$ cat config.mk
export PLATFORM = sky130hd
export DESIGN_NAME = spi_master
export DESIGN_NICKNAME = d
export VERILOG_FILES = /design/src/spi_pkg.sv /design/src/spi_master.sv /design/src/half_timer.sv
export SDC_FILE = /design/constraint.sdc
export NUM_CORES = 1
export LEC_CHECK = 0
export ABC_AREA = 1
export BUFFER_PORTS_ARGS = -buffer_cell sky130_fd_sc_hd__buf_4
export CAP_MARGIN = 10
export CORE_MARGIN = 1.5
export CORE_UTILIZATION = 35
export CTS_CLUSTER_DIAMETER = 60
export DETAILED_ROUTE_END_ITERATION = 12
export HOLD_SLACK_MARGIN = 0.02
export PLACE_DENSITY = 0.53
export REMOVE_ABC_BUFFERS = 1
export SETUP_SLACK_MARGIN = 0.15
export SLEW_MARGIN = 20
export SYNTH_ARGS = -nofsm -noshare
export SYNTH_HDL_FRONTEND = slang
export SYNTH_SLANG_ARGS = --single-unit
$ cat constraint.sdc
create_clock -name core_clk -period 3.5 [get_ports core_clk]
set_input_delay 0.175 -clock core_clk [delete_from_list [all_inputs] [get_ports core_clk]]
set_output_delay 0.175 -clock core_clk [all_outputs]
set_load 0.005 [all_outputs]
$ cat src/spi_pkg.sv
// Shared constants and types for the serial master with delayed clock phase.
// Assumes a 100 MHz core clock and a classic Wishbone register master.
package spi_pkg;

	localparam int DIV_W  = 7;
	localparam int PER_W  = 8;
	localparam int HALF_W = 7;
	localparam int WORD_W = 16;
	localparam int LEN_W  = 4;
	localparam int BITS_W = 5;
	localparam int ADR_W  = 8;

	// Clock and link rate figures
	localparam int CLK_PERIOD_NS = 10;
	localparam longint CLK_HZ    = 1_000_000_000 / CLK_PERIOD_NS;
	localparam longint TX_MAX_HZ = 25_000_000;
	localparam longint RX_MAX_HZ = 12_500_000;
	// Least serial period in core cycles, rounded up
	localparam logic [PER_W-1:0] TX_MIN_CYC =
		PER_W'((CLK_HZ + TX_MAX_HZ - 1) / TX_MAX_HZ);
	localparam logic [PER_W-1:0] RX_MIN_CYC =
		PER_W'((CLK_HZ + RX_MAX_HZ - 1) / RX_MAX_HZ);

	// Serial period figures
	localparam logic [PER_W-1:0]  MIN_PERIOD    = 8'h04;
	localparam logic [PER_W-1:0]  MAX_PERIOD    = 8'h80;
	localparam logic [PER_W-1:0]  ODD_MIN_PER   = 8'h05;
	localparam logic [PER_W-1:0]  ODD_MAX_PER   = 8'h7F;
	localparam logic [PER_W-1:0]  PER_ONE       = 8'h01;
	localparam logic [DIV_W-1:0]  DIV_SMALL_MAX = 7'h02;
	localparam logic [HALF_W-1:0] HALF_ONE      = 7'h01;
	localparam logic [BITS_W-1:0] BITS_ONE      = 5'h01;

	// Register byte offsets
	localparam logic [ADR_W-1:0] OFS_CFG  = 8'h00;
	localparam logic [ADR_W-1:0] OFS_CTL  = 8'h04;
	localparam logic [ADR_W-1:0] OFS_DIV  = 8'h08;
	localparam logic [ADR_W-1:0] OFS_STAT = 8'h0C;
	localparam logic [ADR_W-1:0] OFS_TX   = 8'h10;
	localparam logic [ADR_W-1:0] OFS_RX   = 8'h14;

	// Field positions
	localparam int CFG_LEN_LSB    = 0;
	localparam int CFG_POL_BIT    = 6;
	localparam int CTL_MASTER_BIT = 2;
	localparam int CTL_PHASE_BIT  = 3;
	localparam int STAT_BUSY_BIT  = 0;
	localparam int STAT_TXF_BIT   = 1;
	localparam int STAT_RXF_BIT   = 2;
	localparam int STAT_TXOK_BIT  = 3;
	localparam int STAT_RXOK_BIT  = 4;

	// Reset values
	localparam logic [LEN_W-1:0]  RST_LEN  = 4'hF;
	localparam logic [DIV_W-1:0]  RST_DIV  = 7'h00;
	localparam logic [WORD_W-1:0] RST_WORD = 16'h0000;
	localparam logic [31:0]       RD_ZERO  = 32'h0000_0000;

	typedef enum logic [1:0] {ST_IDLE, ST_LEAD, ST_ACT, ST_GAP} seq_t;

	typedef struct packed {
		logic             cyc;
		logic             stb;
		logic             we;
		logic [ADR_W-1:0] adr;
		logic [3:0]       sel;
		logic [31:0]      dat;
	} wb_req_t;

	typedef struct packed {
		logic        ack;
		logic [31:0] dat;
	} wb_rsp_t;

	typedef struct packed {
		seq_t              st;
		logic [BITS_W-1:0] bits;
		logic [WORD_W-1:0] sh;
		logic [WORD_W-1:0] rx;
		logic [WORD_W-1:0] txbuf;
		logic [WORD_W-1:0] rxbuf;
		logic              tx_full;
		logic              rx_full;
		logic              pol;
		logic [LEN_W-1:0]  len;
		logic              master;
		logic              phase;
		logic [DIV_W-1:0]  div;
		logic              sclk;
		logic              mosi;
		logic              ste_n;
		logic              ack;
		logic [31:0]       rdat;
		logic              sync0;
		logic              sync1;
	} core_state_t;

	typedef struct packed {
		logic [HALF_W-1:0] cnt;
	} timer_state_t;

endpackage

$ cat src/spi_master.sv
// Serial master with delayed clock phase behind a classic Wishbone slave.
// Assumes one 100 MHz clock; the serial input pin is asynchronous.
`timescale 1ns/1ps

module spi_master
(
	input  logic             core_clk,
	input  logic             sys_rst,
	input  spi_pkg::wb_req_t wb_req,
	output spi_pkg::wb_rsp_t wb_rsp,
	input  logic             master_in_line,
	output logic             serial_clock_line,
	output logic             master_out_line,
	output logic             slave_enable_line_n
);
	spi_pkg::core_state_t        q;
	spi_pkg::core_state_t        d;
	logic [spi_pkg::PER_W-1:0]   period;
	logic [spi_pkg::HALF_W-1:0]  act_len;
	logic [spi_pkg::HALF_W-1:0]  idle_len;
	logic [spi_pkg::HALF_W-1:0]  half_len;
	logic                        restart;
	logic                        done;
	logic                        enabled;
	logic                        wr;
	logic                        rd;
	logic                        last_bit;
	logic [spi_pkg::BITS_W-1:0]  word_bits;

	// Small settings fall back to the fixed period
	assign period = (q.div <= spi_pkg::DIV_SMALL_MAX) ? spi_pkg::MIN_PERIOD
		: {1'b0, q.div} + spi_pkg::PER_ONE;
	// Odd periods give the spare core clock to the idle half
	assign act_len  = period[spi_pkg::PER_W-1:1];
	assign idle_len = spi_pkg::HALF_W'(period - {1'b0, act_len});
	assign half_len = (q.st == spi_pkg::ST_ACT) ? act_len : idle_len;

	assign enabled   = q.master & q.phase;
	assign word_bits = {1'b0, q.len} + spi_pkg::BITS_ONE;
	assign last_bit  = (q.bits == word_bits);

	half_timer u_half_timer
	(
		.core_clk (core_clk),
		.sys_rst  (sys_rst),
		.restart  (restart),
		.half_len (half_len),
		.done     (done)
	);

	always_comb
	begin
		d       = q;
		restart = 1'b0;
		d.sync0 = master_in_line;
		d.sync1 = q.sync0;
		// One wait state: ack follows the request by one edge, then drops
		d.ack = wb_req.cyc & wb_req.stb & ~q.ack;
		wr    = d.ack & wb_req.we;
		rd    = d.ack & ~wb_req.we;

		if (wr && wb_req.sel[0])
		begin
			case (wb_req.adr)
				spi_pkg::OFS_CFG:
				begin
					d.len = wb_req.dat[spi_pkg::CFG_LEN_LSB +: spi_pkg::LEN_W];
					d.pol = wb_req.dat[spi_pkg::CFG_POL_BIT];
				end
				spi_pkg::OFS_CTL:
				begin
					d.master = wb_req.dat[spi_pkg::CTL_MASTER_BIT];
					d.phase  = wb_req.dat[spi_pkg::CTL_PHASE_BIT];
				end
				spi_pkg::OFS_DIV:
					d.div = wb_req.dat[spi_pkg::DIV_W-1:0];
				default:
					d.div = d.div;
			endcase
		end

		d.rdat = spi_pkg::RD_ZERO;
		if (rd)
		begin
			case (wb_req.adr)
				spi_pkg::OFS_CFG:
				begin
					d.rdat[spi_pkg::CFG_LEN_LSB +: spi_pkg::LEN_W] = q.len;
					d.rdat[spi_pkg::CFG_POL_BIT] = q.pol;
				end
				spi_pkg::OFS_CTL:
				begin
					d.rdat[spi_pkg::CTL_MASTER_BIT] = q.master;
					d.rdat[spi_pkg::CTL_PHASE_BIT]  = q.phase;
				end
				spi_pkg::OFS_DIV:
					d.rdat[spi_pkg::DIV_W-1:0] = q.div;
				spi_pkg::OFS_STAT:
				begin
					d.rdat[spi_pkg::STAT_BUSY_BIT] = (q.st != spi_pkg::ST_IDLE);
					d.rdat[spi_pkg::STAT_TXF_BIT]  = q.tx_full;
					d.rdat[spi_pkg::STAT_RXF_BIT]  = q.rx_full;
					d.rdat[spi_pkg::STAT_TXOK_BIT] = (period >= spi_pkg::TX_MIN_CYC);
					d.rdat[spi_pkg::STAT_RXOK_BIT] = (period >= spi_pkg::RX_MIN_CYC);
				end
				spi_pkg::OFS_TX:
					d.rdat[spi_pkg::WORD_W-1:0] = q.txbuf;
				spi_pkg::OFS_RX:
				begin
					d.rdat[spi_pkg::WORD_W-1:0] = q.rxbuf;
					d.rx_full = 1'b0;
				end
				default:
					d.rdat = spi_pkg::RD_ZERO;
			endcase
		end

		case (q.st)
			spi_pkg::ST_IDLE:
			begin
				restart = 1'b1;
				d.sclk  = q.pol;
				d.ste_n = 1'b1;
				if (q.tx_full && enabled)
				begin
					// Enable and first bit go out together, a full idle half early
					d.st      = spi_pkg::ST_LEAD;
					d.ste_n   = 1'b0;
					d.sh      = q.txbuf;
					d.mosi    = q.txbuf[spi_pkg::WORD_W-1];
					d.tx_full = 1'b0;
					d.bits    = '0;
					d.rx      = spi_pkg::RST_WORD;
				end
			end
			spi_pkg::ST_LEAD, spi_pkg::ST_GAP:
			begin
				if (done)
				begin
					restart = 1'b1;
					d.st    = spi_pkg::ST_ACT;
					d.sclk  = ~q.pol;
					d.rx    = {q.rx[spi_pkg::WORD_W-2:0], q.sync1};
					d.bits  = q.bits + spi_pkg::BITS_ONE;
				end
			end
			spi_pkg::ST_ACT:
			begin
				if (done)
				begin
					restart = 1'b1;
					d.sclk  = q.pol;
					if (last_bit)
					begin
						d.rxbuf   = q.rx;
						d.rx_full = 1'b1;
						if (q.tx_full && enabled)
						begin
							// Next word follows with the enable held
							d.st      = spi_pkg::ST_LEAD;
							d.sh      = q.txbuf;
							d.mosi    = q.txbuf[spi_pkg::WORD_W-1];
							d.tx_full = 1'b0;
							d.bits    = '0;
							d.rx      = spi_pkg::RST_WORD;
						end
						else
						begin
							d.st    = spi_pkg::ST_IDLE;
							d.ste_n = 1'b1;
						end
					end
					else
					begin
						d.st   = spi_pkg::ST_GAP;
						d.sh   = {q.sh[spi_pkg::WORD_W-2:0], 1'b0};
						d.mosi = q.sh[spi_pkg::WORD_W-2];
					end
				end
			end
			default:
			begin
				restart = 1'b1;
				d.st    = spi_pkg::ST_IDLE;
			end
		endcase

		// A write in the cycle the engine takes the buffer keeps it full
		if (wr && wb_req.adr == spi_pkg::OFS_TX)
		begin
			if (wb_req.sel[0])
				d.txbuf[7:0] = wb_req.dat[7:0];
			if (wb_req.sel[1])
				d.txbuf[15:8] = wb_req.dat[15:8];
			d.tx_full = 1'b1;
		end
	end

	always_ff @(posedge core_clk)
	begin
		if (sys_rst)
		begin
			q       <= '0;
			q.st    <= spi_pkg::ST_IDLE;
			q.ste_n <= 1'b1;
			q.len   <= spi_pkg::RST_LEN;
			q.div   <= spi_pkg::RST_DIV;
		end
		else
			q <= d;
	end

	assign wb_rsp.ack          = q.ack;
	assign wb_rsp.dat          = q.rdat;
	assign serial_clock_line   = q.sclk;
	assign master_out_line     = q.mosi;
	assign slave_enable_line_n = q.ste_n;

	// Cycles spent in the current sequencer state, for checking only
	logic [spi_pkg::PER_W-1:0] dwell_q;
	always_ff @(posedge core_clk)
	begin
		if (sys_rst || d.st != q.st)
			dwell_q <= '0;
		else
			dwell_q <= dwell_q + spi_pkg::PER_ONE;
	end

	AST_PERIOD: assert property (@(posedge core_clk) disable iff (sys_rst)
		period == ((q.div <= spi_pkg::DIV_SMALL_MAX) ? spi_pkg::MIN_PERIOD
			: {1'b0, q.div} + spi_pkg::PER_ONE) && act_len + idle_len == period)
		else $error("serial period does not follow the divider");
	AST_EVEN_RANGE: assert property (@(posedge core_clk) disable iff (sys_rst)
		!period[0] |-> period >= spi_pkg::MIN_PERIOD && period <= spi_pkg::MAX_PERIOD)
		else $error("even serial period out of range");
	AST_ODD_RANGE: assert property (@(posedge core_clk) disable iff (sys_rst)
		period[0] |-> period >= spi_pkg::ODD_MIN_PER && period <= spi_pkg::ODD_MAX_PER)
		else $error("odd serial period out of range");
	AST_ACT_HALF: assert property (@(posedge core_clk) disable iff (sys_rst)
		(q.st == spi_pkg::ST_ACT && d.st != spi_pkg::ST_ACT)
		|-> dwell_q == {1'b0, act_len} - spi_pkg::PER_ONE)
		else $error("active clock half has wrong length");
	AST_BIT_STABLE: assert property (@(posedge core_clk) disable iff (sys_rst)
		(q.st == spi_pkg::ST_GAP && d.st == spi_pkg::ST_ACT)
		|-> dwell_q == {1'b0, idle_len} - spi_pkg::PER_ONE ##1 $stable(master_out_line))
		else $error("data not presented a half period before sampling");
	AST_MODE: assert property (@(posedge core_clk) disable iff (sys_rst)
		$fell(slave_enable_line_n) |-> $past(q.master) && $past(q.phase))
		else $error("word started without master and phase bits");
	AST_IDLE_LEVEL: assert property (@(posedge core_clk) disable iff (sys_rst)
		slave_enable_line_n |-> serial_clock_line == $past(q.pol))
		else $error("serial clock not at idle level while idle");
	AST_LEAD: assert property (@(posedge core_clk) disable iff (sys_rst)
		$fell(slave_enable_line_n)
		|-> (serial_clock_line == q.pol && !slave_enable_line_n) [*2])
		else $error("enable lead before first edge too short");
	AST_RELEASE: assert property (@(posedge core_clk) disable iff (sys_rst)
		$rose(slave_enable_line_n) |-> $past(q.st) == spi_pkg::ST_ACT
		&& $past(dwell_q) == {1'b0, act_len} - spi_pkg::PER_ONE)
		else $error("enable released at the wrong moment");
	AST_BACK2BACK: assert property (@(posedge core_clk) disable iff (sys_rst)
		(q.st == spi_pkg::ST_ACT && done && last_bit && q.tx_full && enabled)
		|=> !slave_enable_line_n && q.st == spi_pkg::ST_LEAD)
		else $error("enable dropped between back-to-back words");
	AST_POLARITY: assert property (@(posedge core_clk) disable iff (sys_rst)
		q.st == spi_pkg::ST_ACT && $past(q.st) == spi_pkg::ST_ACT
		|-> serial_clock_line == !q.pol)
		else $error("active clock level does not follow polarity");
endmodule

$ cat src/half_timer.sv
// Half-period timer: counts core cycles within one serial clock half.
// Assumes restart is driven from logic on the same clock.
`timescale 1ns/1ps
module half_timer
(
	input  logic                      core_clk,
	input  logic                      sys_rst,
	input  logic                      restart,
	input  logic [spi_pkg::HALF_W-1:0] half_len,
	output logic                      done
);
	spi_pkg::timer_state_t s_q;
	spi_pkg::timer_state_t s_d;

	assign done = (s_q.cnt == half_len - spi_pkg::HALF_ONE);

	always_comb
	begin
		s_d = s_q;
		if (restart)
			s_d.cnt = '0;
		else
			s_d.cnt = s_q.cnt + spi_pkg::HALF_ONE;
	end

	always_ff @(posedge core_clk)
	begin
		if (sys_rst)
			s_q <= '0;
		else
			s_q <= s_d;
	end
endmodule

==> results.txt, run 1 <==
Status: finished with violations
Violated checks: negative setup slack
Critical path required time: 3820 ps
Starting density of the core: 0.357
Period utilization: 1.03
Placed Cells: 1155
Number of synthesized flops with an enable pin: 0
Worst-path clk slew: 60 ps
Max FO, Critical Path: 8
Yosys warning count: 0
IO Pins: 86
Hold WC Path Type: input port to flop
Fmax: 277 MHz
Power density over cell area: 479 mW/mm2
#FFs+latches synth: 115
Cells after Synth: 879
Peak VDD IR: 0.396 mV
Max Cap Viol: 0
Fin util: 0.488
Worst setup margin: -105 ps
Final Net Count: 1046
Setup TNS: -3050 ps
Initial antenna violation count: 0
Total core area: 0.0172 mm2
RR Startpoint: q[38]
CTS sink count: 115
TritonCTS Buffers: 17
Tmin final: 3600 ps
WL per Instance: 14.6 um
Pleak: 3.69 nW
DR pass1 iterations: 5
Peak per-stage delay on the critical path: 400 ps
Share of cells above drive strength 1: 0.276
Root buffer cell: clkbuf_16
Worst Setup Start Kind: flop
R2r setup slk: -100 ps
Synth async-reset ratio: 0
RSZ-0062 raised after global routing: true
Die height: 136 um
Area Overhead vs Synth: 36.6%
Worst hold path startpoint: wb_req[9]
Hold Fails Final Rpt: 0
Vias in the first global route: 5407
Non-filler cells, final: 1216
Post-DP HPWL: 11.7 mm
Final setup fails: 51
Clk_lat worst skew: 420 ps
WP data arrival: 3930 ps
Antenna diode count: 0
Die extent in x: 136 um
Cell family with most CP delay: simple AND/OR/NAND/NOR gates
Slowest stage cell on the critical path: fa_1
Global-route usage over all layers: 0.193
Core Rows: 48
Avg Cell Area, Syn: 7.00 um2
Worst-margin pin slew: 875 ps
CTS H-tree depth: 4
Critical path buffers and inverters: 6
DIE AREA: 0.0184 mm2
GRT Residual Overflow: 0
# DRC: 0
Total Power: 4.03 mW
Total wire length: 17.7 mm
Worst setup startpoint: q[38]
Crit path kind: flop to flop
CP endpoint kind: flop
FILL cells: 1701
Detail Route Antenna Nets: 0
Count of buffers from port buffering: 51
Iteration-0 DRC Markers: 329
First-pass GRT wire length: 27.4 mm
Yosys cell types: 44
Hold slack: 38.5 ps
Clk buf depth: 2
Via density: 4.79
Synth Cell Area: 0.00616 mm2
Slew HR: 0.414
Ys flop type: dfxtp_1
Sequential area share after synthesis: 0.374
Final Max Tran Viols: 0
Vias after detailed routing: 5827
Clk_skew: 10.7 ps
Largest net degree at the start of global routing: 33
TritonCTS clock tree: yes
Global placement routability congestion: 0.803
## layer usage
| metal | part of all wire | track usage | up-vias | wire [um] |
|---|---|---|---|---|
| met3 | 0.037 | 0.0404 | 34 | 655 |
| met5 | 0 | 0 | - | 0 |
| li1 | - | - | 2998 | - |
| met1 | 0.46 | 0.244 | 2670 | 8060 |
| met4 | 0.029 | 0.0920 | 0 | 517 |
| met2 | 0.48 | 0.315 | 125 | 8480 |
## stage by stage
| step | area, um2 | worst slack, ps |
|---|---|---|
| global placement | 6870 | -206 |
| detailed placement | 6870 | -282 |
| CTS | 7860 | -172 |
| global route | 8410 | -349 |
| floorplan | 5790 | -486 |
| finish | 8410 | -105 |
## power by group
| group | internal [mW] | switching, mW |
|---|---|---|
| Combinational | 0.375 | 0.434 |
| Clock | 1.07 | 0.697 |
| Sequential | 1.39 | 0.0624 |
| Total | 2.84 | 1.19 |
## layout by cell type (no fill, tap or decap), types with 3 or more instances in the layout
cell / netlist / final
a211oi_1: 7 / 7
a21oi_1: 62 / 48
a21oi_2: 0 / 14
a31oi_1: 3 / 3
a32o_1: 3 / 3
buf_12: 0 / 6
buf_16: 0 / 4
buf_4: 37 / 100
buf_6: 5 / 7
buf_8: 0 / 3
clkbuf_16: 0 / 21
conb_1: 1 / 16
dfxtp_1: 115 / 113
dlygate4sd3_1: 0 / 5
ha_1: 17 / 10
ha_4: 0 / 6
inv_1: 111 / 105
inv_2: 2 / 6
inv_6: 1 / 8
nand2_1: 183 / 162
nand2_2: 3 / 19
nand2_4: 4 / 9
nand3_1: 62 / 60
nand3_4: 4 / 4
nand4_1: 12 / 12
nor2_1: 99 / 79
nor2_2: 4 / 13
nor2_4: 1 / 12
nor3_1: 8 / 8
o211ai_1: 6 / 6
o21ai_0: 55 / 38
o21ai_1: 18 / 14
o21ai_2: 0 / 13
o21ai_4: 1 / 9
o22ai_1: 3 / 3
xnor2_1: 4 / 3
xor2_1: 11 / 11
## tightest hold or removal path: stages
cell     delay [ps]
buf_4           110
nand3_1          70
a21oi_1          60
## final cells by class
class | count | area, um2 | area share
multi-input cells | 601 | 3530 | 0.420
flip-flops and latches | 115 | 2300 | 0.274
repair buffers | 129 | 1250 | 0.149
clock inverters | 15 | 170 | 0.0202
well taps | 225 | 282 | 0.0335
inverters | 114 | 440 | 0.0524
clock buffers | 17 | 425 | 0.0506
## state kept, by name, summed over array words and instances, names as in the netlist
register             count
master_out_line          1
u_half_timer.s_q         7
slave_enable_line_n      1
q                       87
d                        1
serial_clock_line        1
wb_rsp                  17
## synthesized netlist by cell type (2+ instances only)
library cell | number | share of area
a211oi_1 | 7 | 0.0085
a21oi_1 | 62 | 0.050
a221oi_1 | 2 | 0.0028
a31oi_1 | 3 | 0.0030
a32o_1 | 3 | 0.0049
buf_2 | 4 | 0.0033
buf_4 | 37 | 0.045
buf_6 | 5 | 0.0091
clkbuf_1 | 17 | 0.010
dfxtp_1 | 115 | 0.37
ha_1 | 17 | 0.035
inv_1 | 111 | 0.068
inv_2 | 2 | 0.0012
nand2_1 | 183 | 0.11
nand2_2 | 3 | 0.0030
nand2_4 | 4 | 0.0073
nand3_1 | 62 | 0.050
nand3_4 | 4 | 0.011
nand4_1 | 12 | 0.012
nor2_1 | 99 | 0.060
nor2_2 | 4 | 0.0041
nor3_1 | 8 | 0.0065
o211ai_1 | 6 | 0.0073
o21ai_0 | 55 | 0.045
o21ai_1 | 18 | 0.015
o22ai_1 | 3 | 0.0030
o31ai_1 | 2 | 0.0024
or2_1 | 2 | 0.0020
xnor2_1 | 4 | 0.0057
xor2_1 | 11 | 0.016
## cell families after synthesis
| kind of cell | synth area share |
|---|---|
| simple gates | 0.278 |
| other cells | 0.000609 |
| compound gates | 0.147 |
| buf+inv | 0.139 |
| fa+ha+maj | 0.0378 |
| xor+xnor | 0.0240 |
| flops | 0.374 |
## final timing paths
check            to  depth (start not counted)
max          q[100]                         25
min           q[79]                          3
max reg2reg  q[100]                         25
min reg2reg    q[0]                          2
## what timing repair did
item                                    4_1_cts  5_1_grt
endpoints found under the hold margin         5        0
gates resized for setup                      47      115
hold buffers                                  5        0
pin swaps                                    35       36
gates cloned                                  5        5
endpoints found under the setup margin       66       66
buffers inserted                             10        4
No activity file was read; power rests on OpenSTA's default activity.
==> inputs of run 2 (changes only) <==
- CTS_BUF_LIST: unset -> sky130_fd_sc_hd__clkbuf_8
==> results.txt, run 2 (synthesis gave the netlist of run 1 again) <==
Core Rows: 48
TritonCTS Buffers: 17
Root buffer cell: clkbuf_8
RSZ-0062 raised after global routing: true
Die height: 136 um
Total Power: 3.59 mW
Starting density of the core: 0.357
Slew HR: 0.397
Share of cells above drive strength 1: 0.303
Slowest stage cell on the critical path: fa_1
Hold WC Path Type: input port to flop
Met1 Track Usage GR: 0.248
Hold Path Depth: 3
Worst Setup Start Kind: flop
GR met3 Demand/Resource: 0.0355
Worst setup margin: -105 ps
R2r setup slk: -110 ps
Period utilization: 1.03
DR pass1 iterations: 4
Vias after detailed routing: 5925
Clk_skew: 13.7 ps
Worst reg-to-reg path cell count: 25
Largest net degree at the start of global routing: 33
Peak VDD IR: 0.278 mV
Die extent in x: 136 um
Worst hold path startpoint: wb_req[33]
Hold Path End: q[81]
TritonCTS clock tree: yes
Fin util: 0.490
Clk buf depth: 2
Worst-path clk slew: 80 ps
Critical path buffers and inverters: 6
Reg with most FFs: q
Global-route usage over all layers: 0.195
Global placement routability congestion: 0.803
RR Startpoint: q[38]
Placement-stage cell area: 0.00687 mm2
Setup TNS: -2430 ps
Cell family with most CP delay: simple AND/OR/NAND/NOR gates
Vias in the first global route: 5491
FILL cells: 1725
Pleak: 3.68 nW
Max reg flops: 87
Met2 usage: 0.316
Final setup fails: 36
Post-DP HPWL: 11.7 mm
CP endpoint kind: flop
Count of buffers from port buffering: 51
Cell area after layout: 0.00845 mm2
WL per Instance: 14.5 um
Critical path required time: 3850 ps
Fmax: 277 MHz
First-pass GRT wire length: 27.6 mm
Violated checks: negative setup slack
Pre-CTS WS: -282 ps
Area Overhead vs Synth: 37.3%
CTS H-tree depth: 4
Antenna diode count: 0
Power density over cell area: 425 mW/mm2
R2R Path End: q[101]
Initial antenna violation count: 0
Non-filler cells, final: 1229
Tmin final: 3610 ps
Leading cell type in the layout, fill and taps excluded: nand2_1
Final Max Tran Viols: 0
Peak per-stage delay on the critical path: 400 ps
# DRC: 0
Detail Route Antenna Nets: 0
Hold Fails Final Rpt: 0
Max Cap Viol: 0
WP data arrival: 3960 ps
Total core area: 0.0172 mm2
Placed Cells: 1155
Worst-margin pin slew: 901 ps
Hold slack: 51.6 ps
Global route hottest layer: met2
Total wire length: 17.8 mm
GRT Residual Overflow: 0
Max FO, Critical Path: 8
Status: finished with violations
DIE AREA: 0.0184 mm2
Commonest non-fill, non-tap cells in the layout: nand2_1 (148), dfxtp_1 (113), inv_1 (104)
CTS sink count: 115
Via density: 4.82
Iteration-0 DRC Markers: 247
Final Net Count: 1059
Crit path kind: flop to flop
Clk_lat worst skew: 450 ps
IO Pins: 86
-- run 2: cell count changes in the layout (fill, tap and decap cells not counted), moves of 8 or more --
| cell | previous run | this run |
|---|---|---|
| dlygate4sd3_1 | 5 | 16 |
| nand2_1 | 162 | 148 |
| nand2_2 | 19 | 32 |
| o21ai_2 | 13 | 26 |
| o21ai_1 | 14 | 6 |
| clkbuf_16 | 21 | 4 |
| clkbuf_8 | 0 | 17 |
-- run 2: worst max-delay path by stage --
stage                     depth (start not counted)  endpoint  slack, ps  start
after floorplan                                  26    q[100]       -490  q[38]
after global placement                           26     q[95]       -210  q[38]
after detailed placement                         25     q[54]       -280  q[38]
after CTS                                        28     q[94]       -180  q[38]
after global routing                             25    q[102]       -350  q[38]
final                                            25    q[101]       -110  q[38]
-- run 2: area by class of cell --
| class | count | area, um2 | area share |
|---|---|---|---|
| Clock inverter | 15 | 170 | 0.0201 |
| Inverter | 114 | 450 | 0.0533 |
| Clock buffer | 17 | 234 | 0.0277 |
| Sequential cell | 115 | 2300 | 0.273 |
| Multi-Input combinational cell | 601 | 3630 | 0.429 |
| Timing Repair Buffer | 142 | 1380 | 0.164 |
| Tap cell | 225 | 282 | 0.0333 |
-- run 2: worst register-to-register path, delay by kind of cell, from the launching register on --
| family | cells | cell delay (ps) |
|---|---|---|
| AOI/OAI and AO/OA | 1 | 230 |
| xor gates and xnor gates | 2 | 280 |
| adders and majority gates | 4 | 820 |
| buffers and inverters | 6 | 560 |
| DFF | 1 | 330 |
| and+or+nand+nor | 12 | 1280 |
-- run 2: timing repair --
item | CTS | global route
resized for setup | 79 | 124
cloned | 5 | 5
hold buffers | 16 | 0
buffers inserted | 10 | 6
endpoints found under the setup margin | 66 | 66
pin swaps | 45 | 42
endpoints found under the hold margin | 16 | 0
-- run 2: report_power, final --
| part | total, mW | internal [mW] | switching [mW] | leakage (nW) |
|---|---|---|---|---|
| clock | 1.29 | 0.654 | 0.635 | 0.206 |
| combinational | 0.852 | 0.397 | 0.455 | 2.55 |
| sequential | 1.45 | 1.39 | 0.0620 | 0.930 |
-- run 2: routing by layer --
layer  routed length, um  vias up
li1                    -     3021
met1                7950     2756
met2                8710      122
met3                 760       26
met4                 394        0
met5                   0        -
==> inputs of run 3 (changes only) <==
- CTS_CLUSTER_DIAMETER: 60 -> 80
- CTS_CLUSTER_SIZE: unset -> 25
- SKIP_CTS_REPAIR_TIMING: unset -> 1
==> results.txt, run 3 (synthesis gave the netlist of run 1 again) <==
Antenna diode count: 0
Max Cap Viol: 0
Final setup fails: 53
Status: finished with violations
Die height: 136 um
Met2 WL: 8.15 mm
First-pass GRT wire length: 25.9 mm
Iteration-0 DRC Markers: 282
Die extent in x: 136 um
CP endpoint kind: flop
Clock power frac: 0.378
Clk buf depth: 2
Pint: 2.35 mW
Max reg flops: 87
Core Rows: 48
RSZ-0062 raised after global routing: true
Area Overhead vs Synth: 30.3%
DR pass1 iterations: 6
Fmax: 273 MHz
Global placement routability congestion: 0.803
Hold Path Depth: 3
Switching share of power: 0.311
Total core area: 0.0172 mm2
Initial antenna violation count: 0
Worst hold path startpoint: wb_req[9]
Power density over cell area: 425 mW/mm2
Via density: 4.81
Cell family with most CP delay: simple AND/OR/NAND/NOR gates
Slowest stage cell on the critical path: fa_1
Leading cell type in the layout, fill and taps excluded: nand2_1
WP data arrival: 4020 ps
GRT Residual Overflow: 0
Violated checks: negative setup slack
CTS H-tree depth: 4
Commonest non-fill, non-tap cells in the layout: nand2_1 (169), dfxtp_1 (113), inv_1 (105)
TritonCTS Buffers: 17
Clk_skew: 11.6 ps
IO Pins: 86
R2r setup slk: -170 ps
Post-DP HPWL: 11.7 mm
R2R Path End: q[97]
Starting density of the core: 0.357
Slew HR: 0.386
Met1 wire length: 7.92 mm
Seq pwr share: 0.424
Tmin final: 3670 ps
Worst Setup Start Kind: flop
Period utilization: 1.05
Worst reg-to-reg path cell count: 27
# DRC: 0
Root buffer cell: clkbuf_8
Setup TNS: -5160 ps
Critical path required time: 3850 ps
Detail Route Antenna Nets: 0
Peak VDD IR: 0.284 mV
Pleak: 3.55 nW
Crit path kind: flop to flop
Share of cells above drive strength 1: 0.259
RR Startpoint: q[38]
Final Net Count: 1042
Critical path buffers and inverters: 5
FILL cells: 1782
WL per Instance: 14.3 um
Peak per-stage delay on the critical path: 410 ps
Most used cell, CP: nand2_2
Vias in the first global route: 5206
Largest net degree at the start of global routing: 39
Vias after detailed routing: 5824
Hold WC Path Type: input port to flop
Final Max Tran Viols: 0
Reg with most FFs: q
Worst setup margin: -166 ps
Hold Fails Final Rpt: 0
Clk_lat worst skew: 450 ps
DIE AREA: 0.0184 mm2
Max FO, Critical Path: 8
TritonCTS clock tree: yes
Pre-CTS WS: -282 ps
Number of cells on the critical path: 27
Total wire length: 17.3 mm
Net Sw Power: 1.06 mW
Worst-margin pin slew: 918 ps
Worst-path clk slew: 80 ps
Count of buffers from port buffering: 51
Logic pwr share: 0.198
Global-route usage over all layers: 0.182
Top sig layer: met4
Met3 WL: 608 um
CTS sink count: 115
Hold Path End: q[79]
-- run 3: cell types whose count changed in the layout (fill, tap and decap cells not counted), moves of 3 or more --
cell / delta
o21ai_4: -7
dlygate4sd3_1: -7
nand2_1: +21
nor2_4: -6
nand2_2: -20
buf_8: -3
nor2_1: +7
o21ai_1: +4
buf_4: -5
buf_16: -4
-- run 3: worst max-delay path by stage --
| stage | start | end | slack (ps) |
|---|---|---|---|
| after CTS | q[38] | q[54] | -310 |
| after detailed placement | q[38] | q[54] | -280 |
| after floorplan | q[38] | q[100] | -490 |
| after global routing | q[38] | q[98] | -390 |
| final | q[38] | q[97] | -170 |
| after global placement | q[38] | q[95] | -210 |
-- run 3: per-stage QoR --
stage / util / cells / total power, mW / hold WS [ps] / cell area, um2
after detailed placement: 0.398 / 1155 / 1.93 / 383 / 6870
final: 0.465 / 1212 / 3.41 / 8.70 / 8020
after global routing: 0.465 / 1212 / 3.57 / 19.3 / 8020
after floorplan: - / 830 / 1.74 / 244 / 5790
after global placement: 0.398 / 1155 / 1.92 / 374 / 6870
after CTS: 0.422 / 1187 / 3.21 / -101 / 7270
-- run 3: area by class of cell --
| class | count | area, um2 | area share |
|---|---|---|---|
| timing repair buffer | 125 | 1160 | 0.145 |
| tap | 225 | 282 | 0.0351 |
| clock inverter | 15 | 170 | 0.0212 |
| multi-input combinational | 601 | 3430 | 0.427 |
| sequential | 115 | 2300 | 0.287 |
| inverter | 114 | 443 | 0.0552 |
| clock buffer | 17 | 234 | 0.0292 |
-- run 3: worst min-delay path, stage by stage --
cell and delay, ps:
buf_4 110, nand3_1 70, a21oi_1 60
-- run 3: metal layers --
layer / vias up / track usage
li1: 2979 / -
met1: 2689 / 0.235
met2: 117 / 0.288
met3: 39 / 0.0352
met4: 0 / 0.0926
met5: - / 0
-- run 3: power groups by stage --
stage	Sequential, mW	Combinational [mW]	Clock [mW]
6_report	1.44	0.675	1.29
3_5_place_dp	1.47	0.458	0
3_3_place_gp	1.47	0.455	0
5_1_grt	1.45	0.747	1.37
4_1_cts	1.44	0.460	1.32
2_1_floorplan	1.46	0.285	0
